[src/hdl/rtc_pkg.sv]
// rtc_pkg: register map, field positions, reset values and timing constants
// assumes a 40 MHz ref_clk and a 32.768 kHz crystal sampled as a plain input
package rtc_pkg;
  localparam int REF_CLK_HZ = 40_000_000;
  localparam int BUS_RATE_BPS = 400_000;
  // ref_clk cycles in half a bit period at the top bus rate
  localparam int SCL_HALF_CYCLES = REF_CLK_HZ / (2 * BUS_RATE_BPS);
  localparam int XTAL_HZ = 32_768;

  localparam int REG_COUNT = 18;
  localparam logic [4:0] PTR_FIRST = 5'h00;
  localparam logic [4:0] PTR_LAST = 5'h11;
  localparam logic [4:0] ADDR_CTRL1 = 5'h00;
  localparam logic [4:0] ADDR_CTRL2 = 5'h01;
  localparam logic [4:0] ADDR_OFFSET = 5'h02;
  localparam logic [4:0] ADDR_SCRATCH = 5'h03;
  localparam logic [4:0] ADDR_SECONDS = 5'h04;
  localparam logic [4:0] ADDR_YEARS = 5'h0A;
  localparam logic [4:0] ADDR_ALARM_FIRST = 5'h0B;
  localparam logic [4:0] ADDR_ALARM_LAST = 5'h0F;
  localparam logic [4:0] ADDR_TIMER_VALUE = 5'h10;
  localparam logic [4:0] ADDR_TIMER_MODE = 5'h11;
  localparam int TIME_BASE = 4;
  localparam int TIME_FIELDS = 7;

  localparam int CTRL1_STOP_BIT = 5;
  localparam int CTRL1_SRST_BIT = 4;
  localparam int CTRL2_MIN_IRQ_BIT = 5;
  localparam int CTRL2_HALF_IRQ_BIT = 4;
  localparam int CTRL2_FLAG_BIT = 3;
  localparam int COF_MSB = 2;

  // implemented bits per register; soft reset bit holds no state
  localparam logic [7:0] REG_MASK [REG_COUNT] = '{
    8'hA7, 8'hFF, 8'hFF, 8'hFF, 8'hFF, 8'h7F, 8'h3F, 8'h3F, 8'h07,
    8'h1F, 8'hFF, 8'hFF, 8'hFF, 8'hBF, 8'hBF, 8'h87, 8'hFF, 8'h1F};
  localparam logic [7:0] REG_RESET [REG_COUNT] = '{
    8'h00, 8'h00, 8'h00, 8'h00, 8'h00, 8'h00, 8'h00, 8'h01, 8'h00,
    8'h01, 8'h00, 8'h00, 8'h00, 8'h00, 8'h00, 8'h00, 8'h00, 8'h00};
  // counting bits of each time field, seconds first
  localparam logic [7:0] FIELD_MASK [TIME_FIELDS] = '{
    8'h7F, 8'h7F, 8'h3F, 8'h3F, 8'h07, 8'h1F, 8'hFF};

  localparam logic [7:0] BCD_ZERO = 8'h00;
  localparam logic [7:0] BCD_ONE = 8'h01;
  localparam logic [7:0] BCD_HALF_LAST = 8'h29;
  localparam logic [7:0] BCD_SEC_LAST = 8'h59;
  localparam logic [7:0] BCD_HOUR_LAST = 8'h23;
  localparam logic [7:0] BCD_WDAY_LAST = 8'h06;
  localparam logic [7:0] BCD_MONTH_LAST = 8'h12;
  localparam logic [7:0] BCD_YEAR_LAST = 8'h99;
  localparam logic [7:0] BCD_FEB = 8'h02;
  localparam logic [7:0] BCD_APR = 8'h04;
  localparam logic [7:0] BCD_JUN = 8'h06;
  localparam logic [7:0] BCD_SEP = 8'h09;
  localparam logic [7:0] BCD_NOV = 8'h11;
  localparam logic [7:0] BCD_D28 = 8'h28;
  localparam logic [7:0] BCD_D29 = 8'h29;
  localparam logic [7:0] BCD_D30 = 8'h30;
  localparam logic [7:0] BCD_D31 = 8'h31;

  localparam int DIV_WIDTH = 15;
  localparam logic [14:0] DIV_LAST = 15'h7FFF;
  localparam logic [2:0] COF_XTAL = 3'h0;
  localparam logic [2:0] COF_1HZ = 3'h6;
  localparam logic [2:0] COF_OFF = 3'h7;

  localparam logic [3:0] BITS_PER_BYTE = 4'h8;

  typedef struct packed {
    logic en;
    logic [4:0] idx;
    logic [7:0] data;
  } rtc_wr_t;
endpackage : rtc_pkg

[src/hdl/rtc_bcd_step.sv]
// rtc_bcd_step: one bcd counter stage with wrap from hi back to lo
// assumes value is a legal bcd number; purely combinational
`timescale 1ns/1ps
module rtc_bcd_step (
  // counter stage
  input wire logic [7:0] value,
  input wire logic [7:0] lo,
  input wire logic [7:0] hi,
  input wire logic carry_in,
  output logic [7:0] next_value,
  output logic carry_out
);
  always_comb begin
    carry_out = carry_in && (value >= hi);
    if (!carry_in) begin
      next_value = value;
    end else if (value >= hi) begin
      next_value = lo;
    end else if (value[3:0] >= 4'h9) begin
      next_value = {value[7:4] + 4'h1, 4'h0};
    end else begin
      next_value = {value[7:4], value[3:0] + 4'h1};
    end
  end
endmodule : rtc_bcd_step

[src/hdl/rtc_core.sv]
// rtc_core: two-wire register target, bcd calendar, divider, clock out, irq
// assumes scl, sda, xtal and the enable pin are synchronous to ref_clk
// Functional notes
// - eighteen byte registers behind one pointer
// - pointer advances per byte, wraps 11h to 00h
// - bus runs up to 400 kbit/s
// - every register a full byte, holes hold nothing
// - control registers at 00h and 01h
// - frequency offset register at 02h
// - free scratch byte at 03h
// - seconds to years at 04h to 0Ah
// - alarm registers at 0Bh to 0Fh
// - timer registers at 10h and 11h
// - time and alarm values kept in bcd
// - time counters frozen during bus access
// - time base divided from crystal
// - count seconds through years from crystal
// - selectable clock output frequencies
// - clock output follows enable pin
// - minute or half-minute interrupt
// - stop bit halts and clears divider
// - soft reset bit resets, reads zero
`timescale 1ns/1ps
module rtc_core
  import rtc_pkg::*;
#(
  parameter logic [6:0] DEV_ADDR = 7'h2A  // arbitrary target address
) (
  // clock and reset
  input wire logic ref_clk,
  input wire logic rst,
  // two-wire bus
  input wire logic scl_in,
  input wire logic sda_in,
  output logic sda_out,
  output logic sda_oe,
  // crystal time base
  input wire logic xtal_in,
  // clock output
  input wire logic clock_output_enable_pin,
  output logic programmable_clock_output,
  // open-drain interrupt
  output logic int_out,
  output logic int_oe
);
  if (DEV_ADDR[6:3] == 4'h0 || DEV_ADDR[6:3] == 4'hF) begin : bad_addr
    $error("DEV_ADDR falls in a reserved bus address range");
  end
  if (SCL_HALF_CYCLES < 4) begin : bad_rate
    $error("ref_clk too slow to sample the bus");
  end

  typedef enum {
    ST_IDLE, ST_ADDR, ST_ACK_ADDR, ST_PTR, ST_ACK_PTR,
    ST_WDATA, ST_ACK_WDATA, ST_RDATA, ST_ACK_RDATA
  } rtc_state_t;

  rtc_state_t state;
  logic [7:0] regs [REG_COUNT];
  logic [4:0] ptr;
  logic [3:0] bit_cnt;
  logic [7:0] shift_in;
  logic [7:0] tx_sr;
  logic rw_read;
  logic master_nack;
  rtc_wr_t wr;
  logic soft_rst;
  logic scl_q, sda_q, xtal_q;
  logic scl_rise, scl_fall, bus_start, bus_stop;
  logic [7:0] rd_byte;
  logic [4:0] next_ptr;
  logic bus_busy;
  logic [DIV_WIDTH-1:0] div;
  logic xtal_rise, stopped, second_tick, pending_tick, time_step;
  logic irq_event;
  logic cof_sel;
  logic [7:0] field_val [TIME_FIELDS];
  logic [7:0] field_lo [TIME_FIELDS];
  logic [7:0] field_hi [TIME_FIELDS];
  logic [7:0] field_next [TIME_FIELDS];
  logic field_cin [TIME_FIELDS];
  logic field_cout [TIME_FIELDS];
  logic leap_year;
  logic [7:0] month_days;

  // pin sampling and bus conditions; 40 MHz oversamples a 400 kbit/s bus
  always_ff @(posedge ref_clk) begin
    if (rst) begin
      scl_q <= 1'b1;
      sda_q <= 1'b1;
      xtal_q <= 1'b0;
    end else begin
      scl_q <= scl_in;
      sda_q <= sda_in;
      xtal_q <= xtal_in;
    end
  end
  assign scl_rise = scl_in && !scl_q;
  assign scl_fall = !scl_in && scl_q;
  assign bus_start = scl_in && scl_q && sda_q && !sda_in;
  assign bus_stop = scl_in && scl_q && !sda_q && sda_in;

  // one pointer for all eighteen registers, wrapping after the last
  assign next_ptr = (ptr == PTR_LAST) ? PTR_FIRST : ptr + 5'h01;
  // full-byte read, holes and the soft reset bit read zero
  assign rd_byte = regs[ptr] & REG_MASK[ptr];
  assign bus_busy = (state != ST_IDLE);

  // bus target state machine
  always_ff @(posedge ref_clk) begin
    if (rst) begin
      state <= ST_IDLE;
      ptr <= PTR_FIRST;
      bit_cnt <= 4'h0;
      shift_in <= 8'h00;
      tx_sr <= 8'hFF;
      rw_read <= 1'b0;
      master_nack <= 1'b0;
      wr <= '0;
    end else begin
      wr.en <= 1'b0;
      if (bus_start) begin
        state <= ST_ADDR;
        bit_cnt <= 4'h0;
      end else if (bus_stop) begin
        state <= ST_IDLE;
      end else if (scl_rise) begin
        case (state)
          ST_ADDR, ST_PTR, ST_WDATA: begin
            shift_in <= {shift_in[6:0], sda_in};
            bit_cnt <= bit_cnt + 4'h1;
          end
          ST_RDATA: bit_cnt <= bit_cnt + 4'h1;
          ST_ACK_RDATA: master_nack <= sda_in;
          default: ;
        endcase
      end else if (scl_fall) begin
        case (state)
          ST_ADDR: begin
            if (bit_cnt == BITS_PER_BYTE) begin
              bit_cnt <= 4'h0;
              rw_read <= shift_in[0];
              state <= (shift_in[7:1] == DEV_ADDR) ? ST_ACK_ADDR : ST_IDLE;
            end
          end
          ST_ACK_ADDR: begin
            bit_cnt <= 4'h0;
            if (rw_read) begin
              tx_sr <= rd_byte;
              state <= ST_RDATA;
            end else begin
              state <= ST_PTR;
            end
          end
          ST_PTR: begin
            if (bit_cnt == BITS_PER_BYTE) begin
              // out-of-map pointer values start at 00h
              ptr <= (shift_in[4:0] > PTR_LAST || shift_in[7:5] != 3'h0) ?
                     PTR_FIRST : shift_in[4:0];
              state <= ST_ACK_PTR;
            end
          end
          ST_ACK_PTR: begin
            bit_cnt <= 4'h0;
            state <= ST_WDATA;
          end
          ST_WDATA: begin
            if (bit_cnt == BITS_PER_BYTE) begin
              wr.en <= 1'b1;
              wr.idx <= ptr;
              wr.data <= shift_in;
              ptr <= next_ptr;
              state <= ST_ACK_WDATA;
            end
          end
          ST_ACK_WDATA: begin
            bit_cnt <= 4'h0;
            state <= ST_WDATA;
          end
          ST_RDATA: begin
            if (bit_cnt == BITS_PER_BYTE) begin
              ptr <= next_ptr;
              state <= ST_ACK_RDATA;
            end else begin
              tx_sr <= {tx_sr[6:0], 1'b1};
            end
          end
          ST_ACK_RDATA: begin
            bit_cnt <= 4'h0;
            if (master_nack) begin
              state <= ST_IDLE;
            end else begin
              tx_sr <= rd_byte;
              state <= ST_RDATA;
            end
          end
          default: state <= ST_IDLE;
        endcase
      end
    end
  end

  // open-drain data line: pull low for acks and zero read bits
  assign sda_out = 1'b0;
  always_comb begin
    case (state)
      ST_ACK_ADDR, ST_ACK_PTR, ST_ACK_WDATA: sda_oe = 1'b1;
      ST_RDATA: sda_oe = !tx_sr[7];
      default: sda_oe = 1'b0;
    endcase
  end

  // soft reset pulse from a write of one to the reset bit
  always_ff @(posedge ref_clk) begin
    if (rst) begin
      soft_rst <= 1'b0;
    end else begin
      soft_rst <= wr.en && wr.idx == ADDR_CTRL1 && wr.data[CTRL1_SRST_BIT];
    end
  end

  // crystal divider; stop holds every stage at zero
  assign stopped = regs[ADDR_CTRL1][CTRL1_STOP_BIT];
  assign xtal_rise = xtal_in && !xtal_q;
  always_ff @(posedge ref_clk) begin
    if (rst || soft_rst || stopped) begin
      div <= '0;
    end else if (xtal_rise) begin
      div <= div + 15'h0001;
    end
  end
  assign second_tick = xtal_rise && !stopped && div == DIV_LAST;

  // a second arriving mid-access waits until the bus goes idle
  always_ff @(posedge ref_clk) begin
    if (rst || soft_rst) begin
      pending_tick <= 1'b0;
    end else if (second_tick) begin
      pending_tick <= 1'b1;
    end else if (time_step) begin
      pending_tick <= 1'b0;
    end
  end
  assign time_step = pending_tick && !bus_busy && !stopped;

  // calendar chain: sec, min, hour, day, weekday, month, year
  assign leap_year = regs[ADDR_YEARS][4] ?
                     (regs[ADDR_YEARS][3:0] == 4'h2 || regs[ADDR_YEARS][3:0] == 4'h6) :
                     (regs[ADDR_YEARS][3:0] == 4'h0 || regs[ADDR_YEARS][3:0] == 4'h4 ||
                      regs[ADDR_YEARS][3:0] == 4'h8);
  always_comb begin
    case (field_val[5])
      BCD_FEB: month_days = leap_year ? BCD_D29 : BCD_D28;
      BCD_APR, BCD_JUN, BCD_SEP, BCD_NOV: month_days = BCD_D30;
      default: month_days = BCD_D31;
    endcase
  end
  always_comb begin
    field_lo = '{BCD_ZERO, BCD_ZERO, BCD_ZERO, BCD_ONE, BCD_ZERO, BCD_ONE, BCD_ZERO};
    field_hi = '{BCD_SEC_LAST, BCD_SEC_LAST, BCD_HOUR_LAST, month_days,
                 BCD_WDAY_LAST, BCD_MONTH_LAST, BCD_YEAR_LAST};
    field_cin[0] = time_step;
    field_cin[1] = field_cout[0];
    field_cin[2] = field_cout[1];
    field_cin[3] = field_cout[2];
    field_cin[4] = field_cout[2];
    field_cin[5] = field_cout[3];
    field_cin[6] = field_cout[5];
  end
  for (genvar k = 0; k < TIME_FIELDS; k++) begin : g_field
    assign field_val[k] = regs[TIME_BASE + k] & FIELD_MASK[k];
    rtc_bcd_step u_step (
      .value(field_val[k]),
      .lo(field_lo[k]),
      .hi(field_hi[k]),
      .carry_in(field_cin[k]),
      .next_value(field_next[k]),
      .carry_out(field_cout[k])
    );
  end

  // minute and half-minute events
  assign irq_event = time_step && (
    (regs[ADDR_CTRL2][CTRL2_MIN_IRQ_BIT] && field_val[0] == BCD_SEC_LAST) ||
    (regs[ADDR_CTRL2][CTRL2_HALF_IRQ_BIT] &&
     (field_val[0] == BCD_SEC_LAST || field_val[0] == BCD_HALF_LAST)));

  // register file; map 00h-11h covers control, offset, scratch, time, alarm, timer
  always_ff @(posedge ref_clk) begin
    if (rst || soft_rst) begin
      for (int i = 0; i < REG_COUNT; i++) begin
        regs[i] <= REG_RESET[i];
      end
    end else begin
      if (wr.en) begin
        regs[wr.idx] <= wr.data & REG_MASK[wr.idx];
      end
      for (int k = 0; k < TIME_FIELDS; k++) begin
        if (time_step) begin
          regs[TIME_BASE + k] <= (regs[TIME_BASE + k] & ~FIELD_MASK[k]) |
                                 field_next[k];
        end
      end
      if (irq_event) begin
        regs[ADDR_CTRL2][CTRL2_FLAG_BIT] <= 1'b1;
      end
    end
  end

  // clock output select and gate
  always_comb begin
    case (regs[ADDR_CTRL2][COF_MSB:0])
      COF_XTAL: cof_sel = xtal_q;
      3'h1: cof_sel = div[0];
      3'h2: cof_sel = div[1];
      3'h3: cof_sel = div[2];
      3'h4: cof_sel = div[3];
      3'h5: cof_sel = div[4];
      COF_1HZ: cof_sel = div[DIV_WIDTH-1];
      COF_OFF: cof_sel = 1'b0;
      default: cof_sel = 1'b0;
    endcase
  end
  always_ff @(posedge ref_clk) begin
    if (rst) begin
      programmable_clock_output <= 1'b0;
      int_oe <= 1'b0;
    end else begin
      programmable_clock_output <= clock_output_enable_pin && cof_sel;
      int_oe <= regs[ADDR_CTRL2][CTRL2_FLAG_BIT] &&
                (regs[ADDR_CTRL2][CTRL2_MIN_IRQ_BIT] ||
                 regs[ADDR_CTRL2][CTRL2_HALF_IRQ_BIT]);
    end
  end
  assign int_out = 1'b0;
endmodule : rtc_core

[config.mk]
export PLATFORM = sky130hd
export DESIGN_NAME = rtc_core
export DESIGN_NICKNAME = d
export VERILOG_FILES = /design/src/hdl/rtc_pkg.sv /design/src/hdl/rtc_bcd_step.sv /design/src/hdl/rtc_core.sv
export SDC_FILE = /design/constraint.sdc
export NUM_CORES = 1
export LEC_CHECK = 0
export BUFFER_PORTS_ARGS = -buffer_cell sky130_fd_sc_hd__buf_2
export CELL_PAD_IN_SITES_DETAIL_PLACEMENT = 0
export CELL_PAD_IN_SITES_GLOBAL_PLACEMENT = 1
export CORE_UTILIZATION = 35
export CTS_CLUSTER_DIAMETER = 100
export DETAILED_ROUTE_END_ITERATION = 12
export GPL_ROUTABILITY_DRIVEN = 1
export PLACE_DENSITY_LB_ADDON = 0.12
export SYNTH_ARGS = -nofsm -noshare
export SYNTH_HDL_FRONTEND = slang
export SYNTH_SLANG_ARGS = --single-unit
export TNS_END_PERCENT = 20
[constraint.sdc]
create_clock -name ref_clk -period 3.3 [get_ports ref_clk]
set_input_delay 0.33 -clock ref_clk [delete_from_list [all_inputs] [get_ports ref_clk]]
set_output_delay 0.33 -clock ref_clk [all_outputs]
set_load 0.02 [all_outputs]
==> flow_summary.ini, run 1 <==
[status]
status = finished clean

[floorplan]
dieArea_um2 = 46550
die_y_um = 215.7
initial_core_util_pct = 35.85
core_area_um2 = 44610
fp.dieW_um = 215.7
fp-row-count = 77
ios = 11

[setup_path]
path_cells = ha_1 > nand2_2 > o22ai_4 > a2111oi_4 > a31oi_1 > ha_1 > or4b_1 > a21oi_2 > nor2b_1 > o21a_2 > or4_4 > o22ai_1
cp_max_fo = 6
end_kind = flop
endpoint = regs[7][2]
r2r-end = regs[7][2]
worstReg2RegStart = regs[10][1]
cpMostUsedCell = ha_1
slowest_stage = or4_4
reg2reg_depth = 12
critical_path_class = reg2reg
worst-endpoint-arrival_ns = 3.63
reg2reg_slack_ns = 0.08
cp.required_ns = 3.72
crit_start = regs[10][1]
max_stage_delay_ns = 0.52
start_kind = flop

[timing]
fin_skew_ns = 0.04259
timing_hold_violations_final = 0
relSlewSlack_pct = 35.08
fmax_ghz = 0.3106
min_period_ns = 3.219
worst_slew_pin_slew_ns = 0.9725
drv_slew = 0
timing.final.ws_setup_ns = 0.08092
period_share_pct = 97.55
setup_violations = 0

[route]
dr_total_vias = 11110
wire_per_inst_um = 23.75
drtAntennaViolNets = 0
first_pass_iters = 5
drtIter0Drc = 973
viasPerCell = 5.426
routed_wl_um = 48610
drc = 0

[power_and_ir_drop]
p_total_mw = 9.553
worst_ir_drop_vdd_mv = 0.3293
power.density_nw_per_um2 = 511.7
leakagePower_nw = 6.488

[clocking]
clock_latency_ns = 0.59
cts_max_path_buffers = 3
cts_htree_levels = 2
clk_pin_slew_ns = 0.06
cts_tree = built
cts_sinks = 328
clockRootBuffer = clkbuf_16
numCtsBuffers = 40

[place]
portBuffers = 8
dp_slack_ns = -0.1319
hpwlAfterDp_um = 34180
finalWeightedCongestion = 0.8217
dpl_cell_area_um2 = 17160

[hold_path]
hold_class = in2reg

[yosys]
yosysWarnings = 0
yosysTopAreaCell = edfxtp_1
ys_top_cells_by_area = edfxtp_1 (48%), dfxtp_1 (9.1%), mux4_2 (7.7%)
ys_seq_area_share_pct = 57.03
synth_cell_types = 81
syn-cell-area_um2 = 15990
synth_top_area_share_pct = 47.89
syn_inst = 1345
synth_seq_cells = 328
avgSynthCellArea_um2 = 11.89
yosys_most_used_dff = edfxtp_1
synth_edf_count = 255
synthArstFlopShare_pct = 0

[global_routing]
use_met2_pct = 34.36
antenna_found_initial = 0
met3_usage_pct = 4.144
gr-usage-met1_pct = 28.57
grt_overflow = 0
busiest_layer = met2
grt_pass1_wl_um = 72660
grt_max_degree = 45
grt_pass1_vias = 11080
track_usage_pct = 21.11

[flow_run]
cap_violations = 0

[finish]
antenna-diode-count = 0
final_nets = 1476
area_growth_pct = 16.75
fin_area_um2 = 18670
final_layout_size_suffix_gt1_share_pct = 16.98
==> worst max-delay path, delay by kind of cell (launching register included) <==
family,cells,cell delay (ns)
simple gates,4,1.13
flops,1,0.43
compound gates,6,1.01
fa+ha+maj,2,0.49
==> power breakdown <==
part           switching [mW]  internal (mW)  total (mW)
Sequential             0.0758           4.53        4.60
Combinational           0.253          0.168       0.421
Clock                    1.83           2.70        4.53
Total                    2.16           7.39        9.55
==> worst min-delay path by stage <==
stage            from  endpoint  slack (ns)  cells past startpoint
2_1_floorplan   wr[6]     wr[6]        0.43                      2
3_3_place_gp    wr[3]     wr[3]        0.45                      2
3_5_place_dp    wr[3]     wr[3]        0.45                      2
4_1_cts        scl_in     scl_q     0.00005                      2
5_1_grt        scl_in     scl_q        0.02                      2
6_report       scl_in     scl_q        0.03                      2
==> per-stage QoR <==
stage	utilization [%]	setup TNS [ns]	hold WS, ns	cells
floorplan	-	0	0.4305	1366
global placement	38.48	-0.2356	0.4462	1969
detailed placement	38.48	-0.4343	0.4481	1969
CTS	41.63	0	0.00004807	2045
global route	41.85	-0.04338	0.01895	2047
finish	41.85	0	0.02655	2047
==> layer usage <==
layer | up-vias | part of all wire (%)
met4 | 0 | 2.4
met3 | 64 | 5.3
met2 | 268 | 47
met1 | 5632 | 45
li1 | 5144 | -
met5 | - | 0
==> layout by cell type, fill, tap and decap left out, drive strengths merged, types with 45 or more instances in the layout <==
| cell | count |
|---|---|
| buf | 89 |
| ha | 45 |
| clkbuf | 49 |
| nor2 | 183 |
| dfxtp | 73 |
| mux4 | 55 |
| edfxtp | 255 |
| inv | 48 |
| a21oi | 47 |
| nand2 | 140 |
==> timing repair <==
item | 4_1_cts | 5_1_grt
endpoints found under the setup margin | 13 | 23
resized for setup | 3 | 19
buffers inserted | 1 | 2
pin swaps | 1 | 2
endpoints found under the hold margin | 3 | 0
hold buffers | 3 | 0
cloned | 0 | 0
==> registers in the layout, summed over array words and instances (netlist names), 4 cells and up, named ones only <==
| register | flops |
|---|---|
| shift_in | 8 |
| ptr | 5 |
| regs | 256 |
| bit_cnt | 4 |
| div | 15 |
| state | 4 |
| wr | 14 |
| tx_sr | 8 |
==> area by class of cell <==
class / instances / area [µm²]
well taps: 592 / 740.7
clock buffers: 49 / 1097
inverters: 50 / 187.7
repair buffers: 92 / 715.7
flip-flops and latches: 328 / 9126
fillers: 4196 / 25940
clock inverters: 23 / 261.5
multi-input cells: 913 / 6540
==> cells in the mapped netlist (5+ instances only) <==
| cell | instances |
|---|---|
| edfxtp_1 | 255 |
| nor2_1 | 181 |
| nand2_1 | 140 |
| dfxtp_1 | 73 |
| mux4_2 | 55 |
| clkbuf_1 | 49 |
| a21oi_1 | 47 |
| inv_1 | 47 |
| ha_1 | 45 |
| mux2i_1 | 41 |
| nand3_1 | 41 |
| o22ai_1 | 32 |
| o21ai_0 | 23 |
| xor2_1 | 22 |
| and3_1 | 21 |
| nor2b_1 | 20 |
| buf_2 | 19 |
| nand4_1 | 16 |
| nand2b_1 | 13 |
| nor3_1 | 13 |
| xnor2_1 | 13 |
| or3_1 | 12 |
| a22oi_1 | 11 |
| a31oi_1 | 10 |
| a211oi_1 | 8 |
| and2_1 | 7 |
| o2111ai_1 | 6 |
| o31ai_1 | 6 |
| nand3b_1 | 5 |
| nor3b_1 | 5 |
| o211ai_1 | 5 |
| or2_2 | 5 |
==> kinds of logic after synthesis <==
| kind of cell | Yosys count | share of synthesized area (%) |
|---|---|---|
| other | 1 | 0.02345 |
| flip-flops | 328 | 57.03 |
| buffers and inverters | 125 | 3.247 |
| multiplexers | 100 | 10.59 |
| XOR/XNOR | 35 | 1.917 |
| adder cells (fa/ha/maj) | 45 | 3.521 |
| AO/OA/AOI/OAI | 207 | 8.795 |
| AND/OR/NAND/NOR | 504 | 14.87 |
Note: power is estimated with default switching activity, not from simulation.
==> run 2: changes to the inputs <==
CORE_UTILIZATION = 45   (was 35)
==> run 2 against run 1 <==
  * Die area shrank 22%
  * Final cell count is 7.3% lower
  * Critical path depth grew 1
  * Sequential power hardly changed
  * Cell area is 2.5% lower
  * Core utilization increased by 11 points
==> flow_summary.ini, run 2 (same netlist as run 1, synthesis figures left out) <==
[setup_path]
end_kind = flop
start_kind = flop
cp.required_ns = 3.66
critical_path_class = reg2reg
worst-endpoint-arrival_ns = 3.54
cp_max_fo = 4

[timing]
timing.final.ws_setup_ns = 0.1224
timing_hold_violations_final = 0
setup_violations = 0
drv_slew = 0
timing.hold.ws_ns = 0.04110
rsz0062_at_grt = yes
min_period_ns = 3.178
fin_skew_ns = 0.01736
relSlewSlack_pct = 32.48
worst_slew_pin_slew_ns = 1.007
fmax_ghz = 0.3147
period_share_pct = 96.29

[route]
drtAntennaViolNets = 0
viasPerCell = 5.895
wire_per_inst_um = 23.28
routed_wl_um = 44170
first_pass_iters = 5
dr_total_vias = 11180
drtIter0Drc = 876
drc = 0

[finish]
top_regs = regs (256), div (15), wr (14)
postLayoutCoreUtil_pct = 52.45
area_growth_pct = 13.87
largest_register_ffs = 256
final_layout_size_suffix_gt1_share_pct = 16.57
antenna-diode-count = 0
top_register = regs
final_nets = 1466
mostFrequentLayoutCells = edfxtp_1 (255), nor2_1 (180), nand2_1 (139), buf_4 (73), dfxtp_1 (70)
final_common_cell = edfxtp_1

[place]
dp_slack_ns = -0.02662
portBuffers = 8
hpwlAfterDp_um = 31110
finalWeightedCongestion = 0.8752

[power_and_ir_drop]
worst_ir_drop_vdd_mv = 0.4086
power.density_nw_per_um2 = 491.6
leakagePower_nw = 6.347

[clocking]
cts_sinks = 328
cts_htree_levels = 2
clockRootBuffer = clkbuf_16
cts_max_path_buffers = 3
cts_tree = built
clk_pin_slew_ns = 0.06
clock_latency_ns = 0.55
numCtsBuffers = 38

[floorplan]
initial_core_util_pct = 46.06
fp.dieW_um = 190.5
ios = 11
fp-row-count = 68
core_area_um2 = 34710
die_y_um = 190.5
dieArea_um2 = 36290

[global_routing]
grt_overflow = 0
grt_pass1_wl_um = 66820
grt_max_degree = 45
antenna_found_initial = 0
grt_pass1_vias = 10850
track_usage_pct = 24.85

[status]
status = finished clean

[hold_path]
hold_class = in2reg

[flow_run]
cap_violations = 0
## run 2: cell count changes in the layout (fill, tap and decap cells not counted), moves of 3 or more
| cell | change |
|---|---|
| bufinv_16 | -3 |
| clkbuf_1 | +5 |
| buf_4 | -5 |
| clkinv_1 | -4 |
| ha_2 | +3 |
| clkbuf_16 | -4 |
| dlygate4sd3_1 | -3 |
## run 2: final cells by class
class                      count  area, µm²
clock buffer                  51       1030
clock inverter                16      122.6
fill                        3049      16510
inverter                      50      187.7
multi-input combinational    913       6523
sequential                   328       9128
tap                          455      569.3
timing repair buffer          84      648.1
## run 2: path summary, 6_finish.rpt
path                    start    endpoint  slack, ns  cells past startpoint
setup reg to reg  regs[10][1]  regs[7][2]       0.12                     13
hold reg to reg         wr[3]       wr[3]       0.46                      2
hold / removal         scl_in       scl_q       0.04                      2
setup / recovery  regs[10][1]  regs[7][2]       0.12                     13
## run 2: routing by layer
layer | vias up | wire length [µm] | track usage (%) | share of wire [%]
li1 | 5120 | - | - | -
met1 | 5616 | 19110 | 33.91 | 43
met2 | 368 | 20960 | 40.25 | 47
met3 | 78 | 2943 | 4.748 | 6.7
met4 | 0 | 1154 | 7.262 | 2.6
met5 | - | 0 | 0 | 0
## run 2: report_power, final
| part | switching (mW) | internal, mW | total (mW) |
|---|---|---|---|
| Sequential | 0.0731 | 4.53 | 4.60 |
| Combinational | 0.241 | 0.162 | 0.403 |
| Clock | 1.68 | 2.27 | 3.95 |
| Total | 1.99 | 6.96 | 8.95 |
## run 2: repair_timing
| item | in CTS | in global routing |
|---|---|---|
| pin swaps | 0 | 1 |
| hold buffers | 0 | 0 |
| setup endpoints to repair | 5 | 22 |
| setup buffers | 0 | 1 |
| gates resized for setup | 3 | 18 |
## run 2: worst max-delay path, cell delays in order (launching register included)
cell       delay (ns)
edfxtp_1         0.43
inv_2            0.09
ha_2             0.17
nand2_1          0.06
o22ai_2          0.19
a2111oi_4        0.10
a31oi_1          0.16
ha_1             0.26
or4b_4           0.48
a21oi_2          0.15
nor2b_1          0.05
o21a_2           0.23
or4_4            0.51
o22ai_2          0.12
## run 2: per-stage QoR
stage / setup TNS, ns / power, mW / instance area (µm²) / cells
detailed placement: -0.06993 / 5.075 / 16970 / 1829
global placement: -0.005304 / 5.071 / 16970 / 1829
finish: 0 / 8.951 / 18210 / 1897
global route: -0.2721 / 9.224 / 18210 / 1897
CTS: 0 / 9.013 / 18130 / 1896
floorplan: 0 / 4.931 / 16070 / 1366
==> run 3: changes to the inputs <==
ABC_AREA = 1   (was default)
CORE_UTILIZATION = 40   (was 45)
==> run 3 against run 2 <==
  * Core utilization fell by 7.1 points
  * Final cell count rose by 32%
  * First-iteration DRC count rose by 13%
  * Worst hold slack got worse by 0.014 ns
  * Largest cell class unchanged
  * Clock-buffer cell count rose by 6
  * Register-to-register slack improved by 0.44 ns
  * Non-clock buffer count fell by 47
  * Clock skew rose by 0.0095 ns
  * Worst setup slack improved by 0.44 ns
  * Fmax rose by 16%
  * Synthesized cell count rose by 43%
  * Critical path type unchanged
  * Sequential share of layout area fell by 1.0 points
  * Largest power group unchanged
==> flow_summary.ini, run 3 <==
[status]
status = finished clean

[global_routing]
antenna_found_initial = 0
use_met2_pct = 35.65
grt_overflow = 0
grt_pass1_wl_um = 73000
gr-usage-met1_pct = 32.25
track_usage_pct = 22.83
grt_max_degree = 148
met3_usage_pct = 3.248
grt_pass1_vias = 12650
busiest_layer = met2

[yosys]
synthArstFlopShare_pct = 0
yosysTopAreaCell = edfxtp_1
synth_compound_area_share_pct = 8.179
ys_top_cells_by_area = edfxtp_1 (46%), nand2_1 (9.6%), dfxtp_1 (8.8%)
synth_edf_count = 255
synth-adder-area-share_pct = 3.380
synth_top_area_share_pct = 45.96
syn-cell-area_um2 = 16660
syn_inst = 1930
synthMuxAreaShare_pct = 0
synth_common_cells = nand2_1 (427), nor2_1 (272), edfxtp_1 (255)
yosysWarnings = 0
synth_seq_cells = 328
yosys.area_share.simple_pct = 25.60
synth-xor-area-share_pct = 1.104
yosys_most_used_dff = edfxtp_1
yosysMostFrequentCell = nand2_1
ys_seq_area_share_pct = 54.74
avgSynthCellArea_um2 = 8.632
synth_cell_types = 49
synth_top_family_by_area = simple AND/OR/NAND/NOR gates

[finish]
register_area_um2 = 9124
largest_register_ffs = 256
final_layout_size_suffix_gt1_share_pct = 7.168
top_register = regs
fill_cells = 4034
multiInputGateArea_um2 = 6457
final_cell_count_no_fill = 2513
area_growth_pct = 11.46
top_regs = regs (256), div (15), wr (14)
antenna-diode-count = 0
mostFrequentLayoutCells = nand2_1 (427), nor2_1 (272), edfxtp_1 (255), nand3_1 (217), inv_1 (203)
final_common_cell = nand2_1
final_nets = 2002
fin_area_um2 = 18570

[power_and_ir_drop]
swShare_pct = 22.38
intPower_mw = 6.992
power_frac_comb_pct = 4.0
worst_ir_drop_vdd_mv = 0.3331
p_seq_share_pct = 50.9
clockPowerShare_pct = 45.1
leakagePower_nw = 7.334
power.density_nw_per_um2 = 485.1
switchingPower_mw = 2.016

[setup_path]
worst-endpoint-arrival_ns = 2.96
cp_max_fo = 5
max_stage_delay_ns = 0.40
crit_start = regs[10][0]
start_kind = flop
cp.required_ns = 3.52
endpoint = regs[10][4]
reg2reg_depth = 11
end_kind = flop
slowest_stage = edfxtp_1
r2r-end = regs[10][4]
worstReg2RegStart = regs[10][0]
path_cells = inv_1 > ha_1 > o2111ai_1 > a32oi_1 > ha_1 > nand4_1 > nand3_1 > nand3_2 > nand2_1 > nand3_1 > nor2_1
critical_path_class = reg2reg
reg2reg_slack_ns = 0.56

[place]
hpwlAfterDp_um = 31390
dpl_cell_area_um2 = 17370
portBuffers = 8
finalWeightedCongestion = 0.8249
placed_cells = 2442
dp_slack_ns = 0.5729

[floorplan]
ios = 11
initial_core_util_pct = 40.71
dieArea_um2 = 42470
fp-row-count = 74
fp.dieW_um = 206.1
core_area_um2 = 40920
die_y_um = 206.1

[timing]
relSlewSlack_pct = 27.45
rsz0062_at_grt = no
timing_hold_violations_final = 0
worst_slew_pin_slew_ns = 1.087
min_period_ns = 2.742
fmax_ghz = 0.3647
fin_skew_ns = 0.02690
drv_slew = 0
setup_tns_ns = 0
setup_violations = 0
timing.final.ws_setup_ns = 0.5580
period_share_pct = 83.09

[route]
routed_wl_um = 46950
dr_total_vias = 13010
wire_per_inst_um = 18.68
viasPerCell = 5.177
drtIter0Drc = 994
first_pass_iters = 5
drc = 0
drtAntennaViolNets = 0

[clocking]
numCtsBuffers = 38
cts_tree = built
cts_htree_levels = 2
cts_max_path_buffers = 3
postCtsSetupBuffers = 0
ctsHoldBuffers = 1
clock_latency_ns = 0.57
clockRootBuffer = clkbuf_16
cts_sinks = 328
cts_resized = 0
clk_pin_slew_ns = 0.06

[hold_path]
hold_class = in2reg

[flow_run]
cap_violations = 0
run 3: cell count changes after synthesis, sizes merged, moves of 41 or more:
| cell | before | now |
|---|---|---|
| o21ai | 26 | 124 |
| nor2 | 183 | 284 |
| mux4 | 55 | 0 |
| nand3 | 41 | 218 |
| nand2 | 140 | 443 |
| inv | 47 | 215 |
| mux2i | 41 | 0 |
run 3: through the flow:
| stage | power [mW] | utilization (%) | hold WS [ns] |
|---|---|---|---|
| after floorplan | 4.915 | - | 0.4080 |
| after global placement | 5.028 | 42.44 | 0.4500 |
| after detailed placement | 5.031 | 42.44 | 0.4550 |
| after CTS | 9.097 | 45.37 | 0.004540 |
| after global routing | 9.317 | 45.37 | 0.04439 |
| final | 9.008 | 45.37 | 0.02697 |
run 3: layout make-up:
type	count	share of cell area, %
Clock buffer	57	5.835
Clock inverter	13	0.5727
Inverter	218	4.427
Multi-Input combinational cell	1328	34.78
Sequential cell	328	49.13
Tap cell	532	3.585
Timing Repair Buffer	37	1.671
run 3: how the worst min path moves through the flow:
stage,from,depth (start not counted),end,slack [ns]
global route,scl_in,3,scl_q,0.04
global placement,tx_sr[6],2,tx_sr[6],0.45
finish,scl_in,3,scl_q,0.03
CTS,scl_in,3,scl_q,0.005
detailed placement,tx_sr[6],2,tx_sr[6],0.46
floorplan,rst,1,master_nack,0.41
run 3: power groups by stage:
stage	clock network, mW	registers, mW	logic [mW]
after CTS	4.15	4.58	0.364
after detailed placement	0	4.67	0.361
final	4.06	4.58	0.365
after floorplan	0	4.65	0.261
after global routing	4.31	4.59	0.416
after global placement	0	4.67	0.361
run 3: logic make-up (layout without fill, tap and decap cells):
group,count (synthesis),count (layout)
other cells,1,22
buf+inv,295,325
compound gates,247,247
flops,328,328
xor+xnor,21,21
fa+ha+maj,45,45
simple gates,993,993
run 3: worst max-delay path: cells and delay by family, from the launching register on:
kind,cells,cell delay (ns)
fa+ha+maj,2,0.51
buf+inv,1,0.11
simple gates,6,1.03
flops,1,0.40
compound gates,2,0.34
run 3: routing by layer:
| metal | vias up | routed length [µm] |
|---|---|---|
| met5 | - | 0 |
| met4 | 0 | 1266 |
| met3 | 74 | 2071 |
| met2 | 261 | 21230 |
| met1 | 6241 | 22390 |
| li1 | 6434 | - |
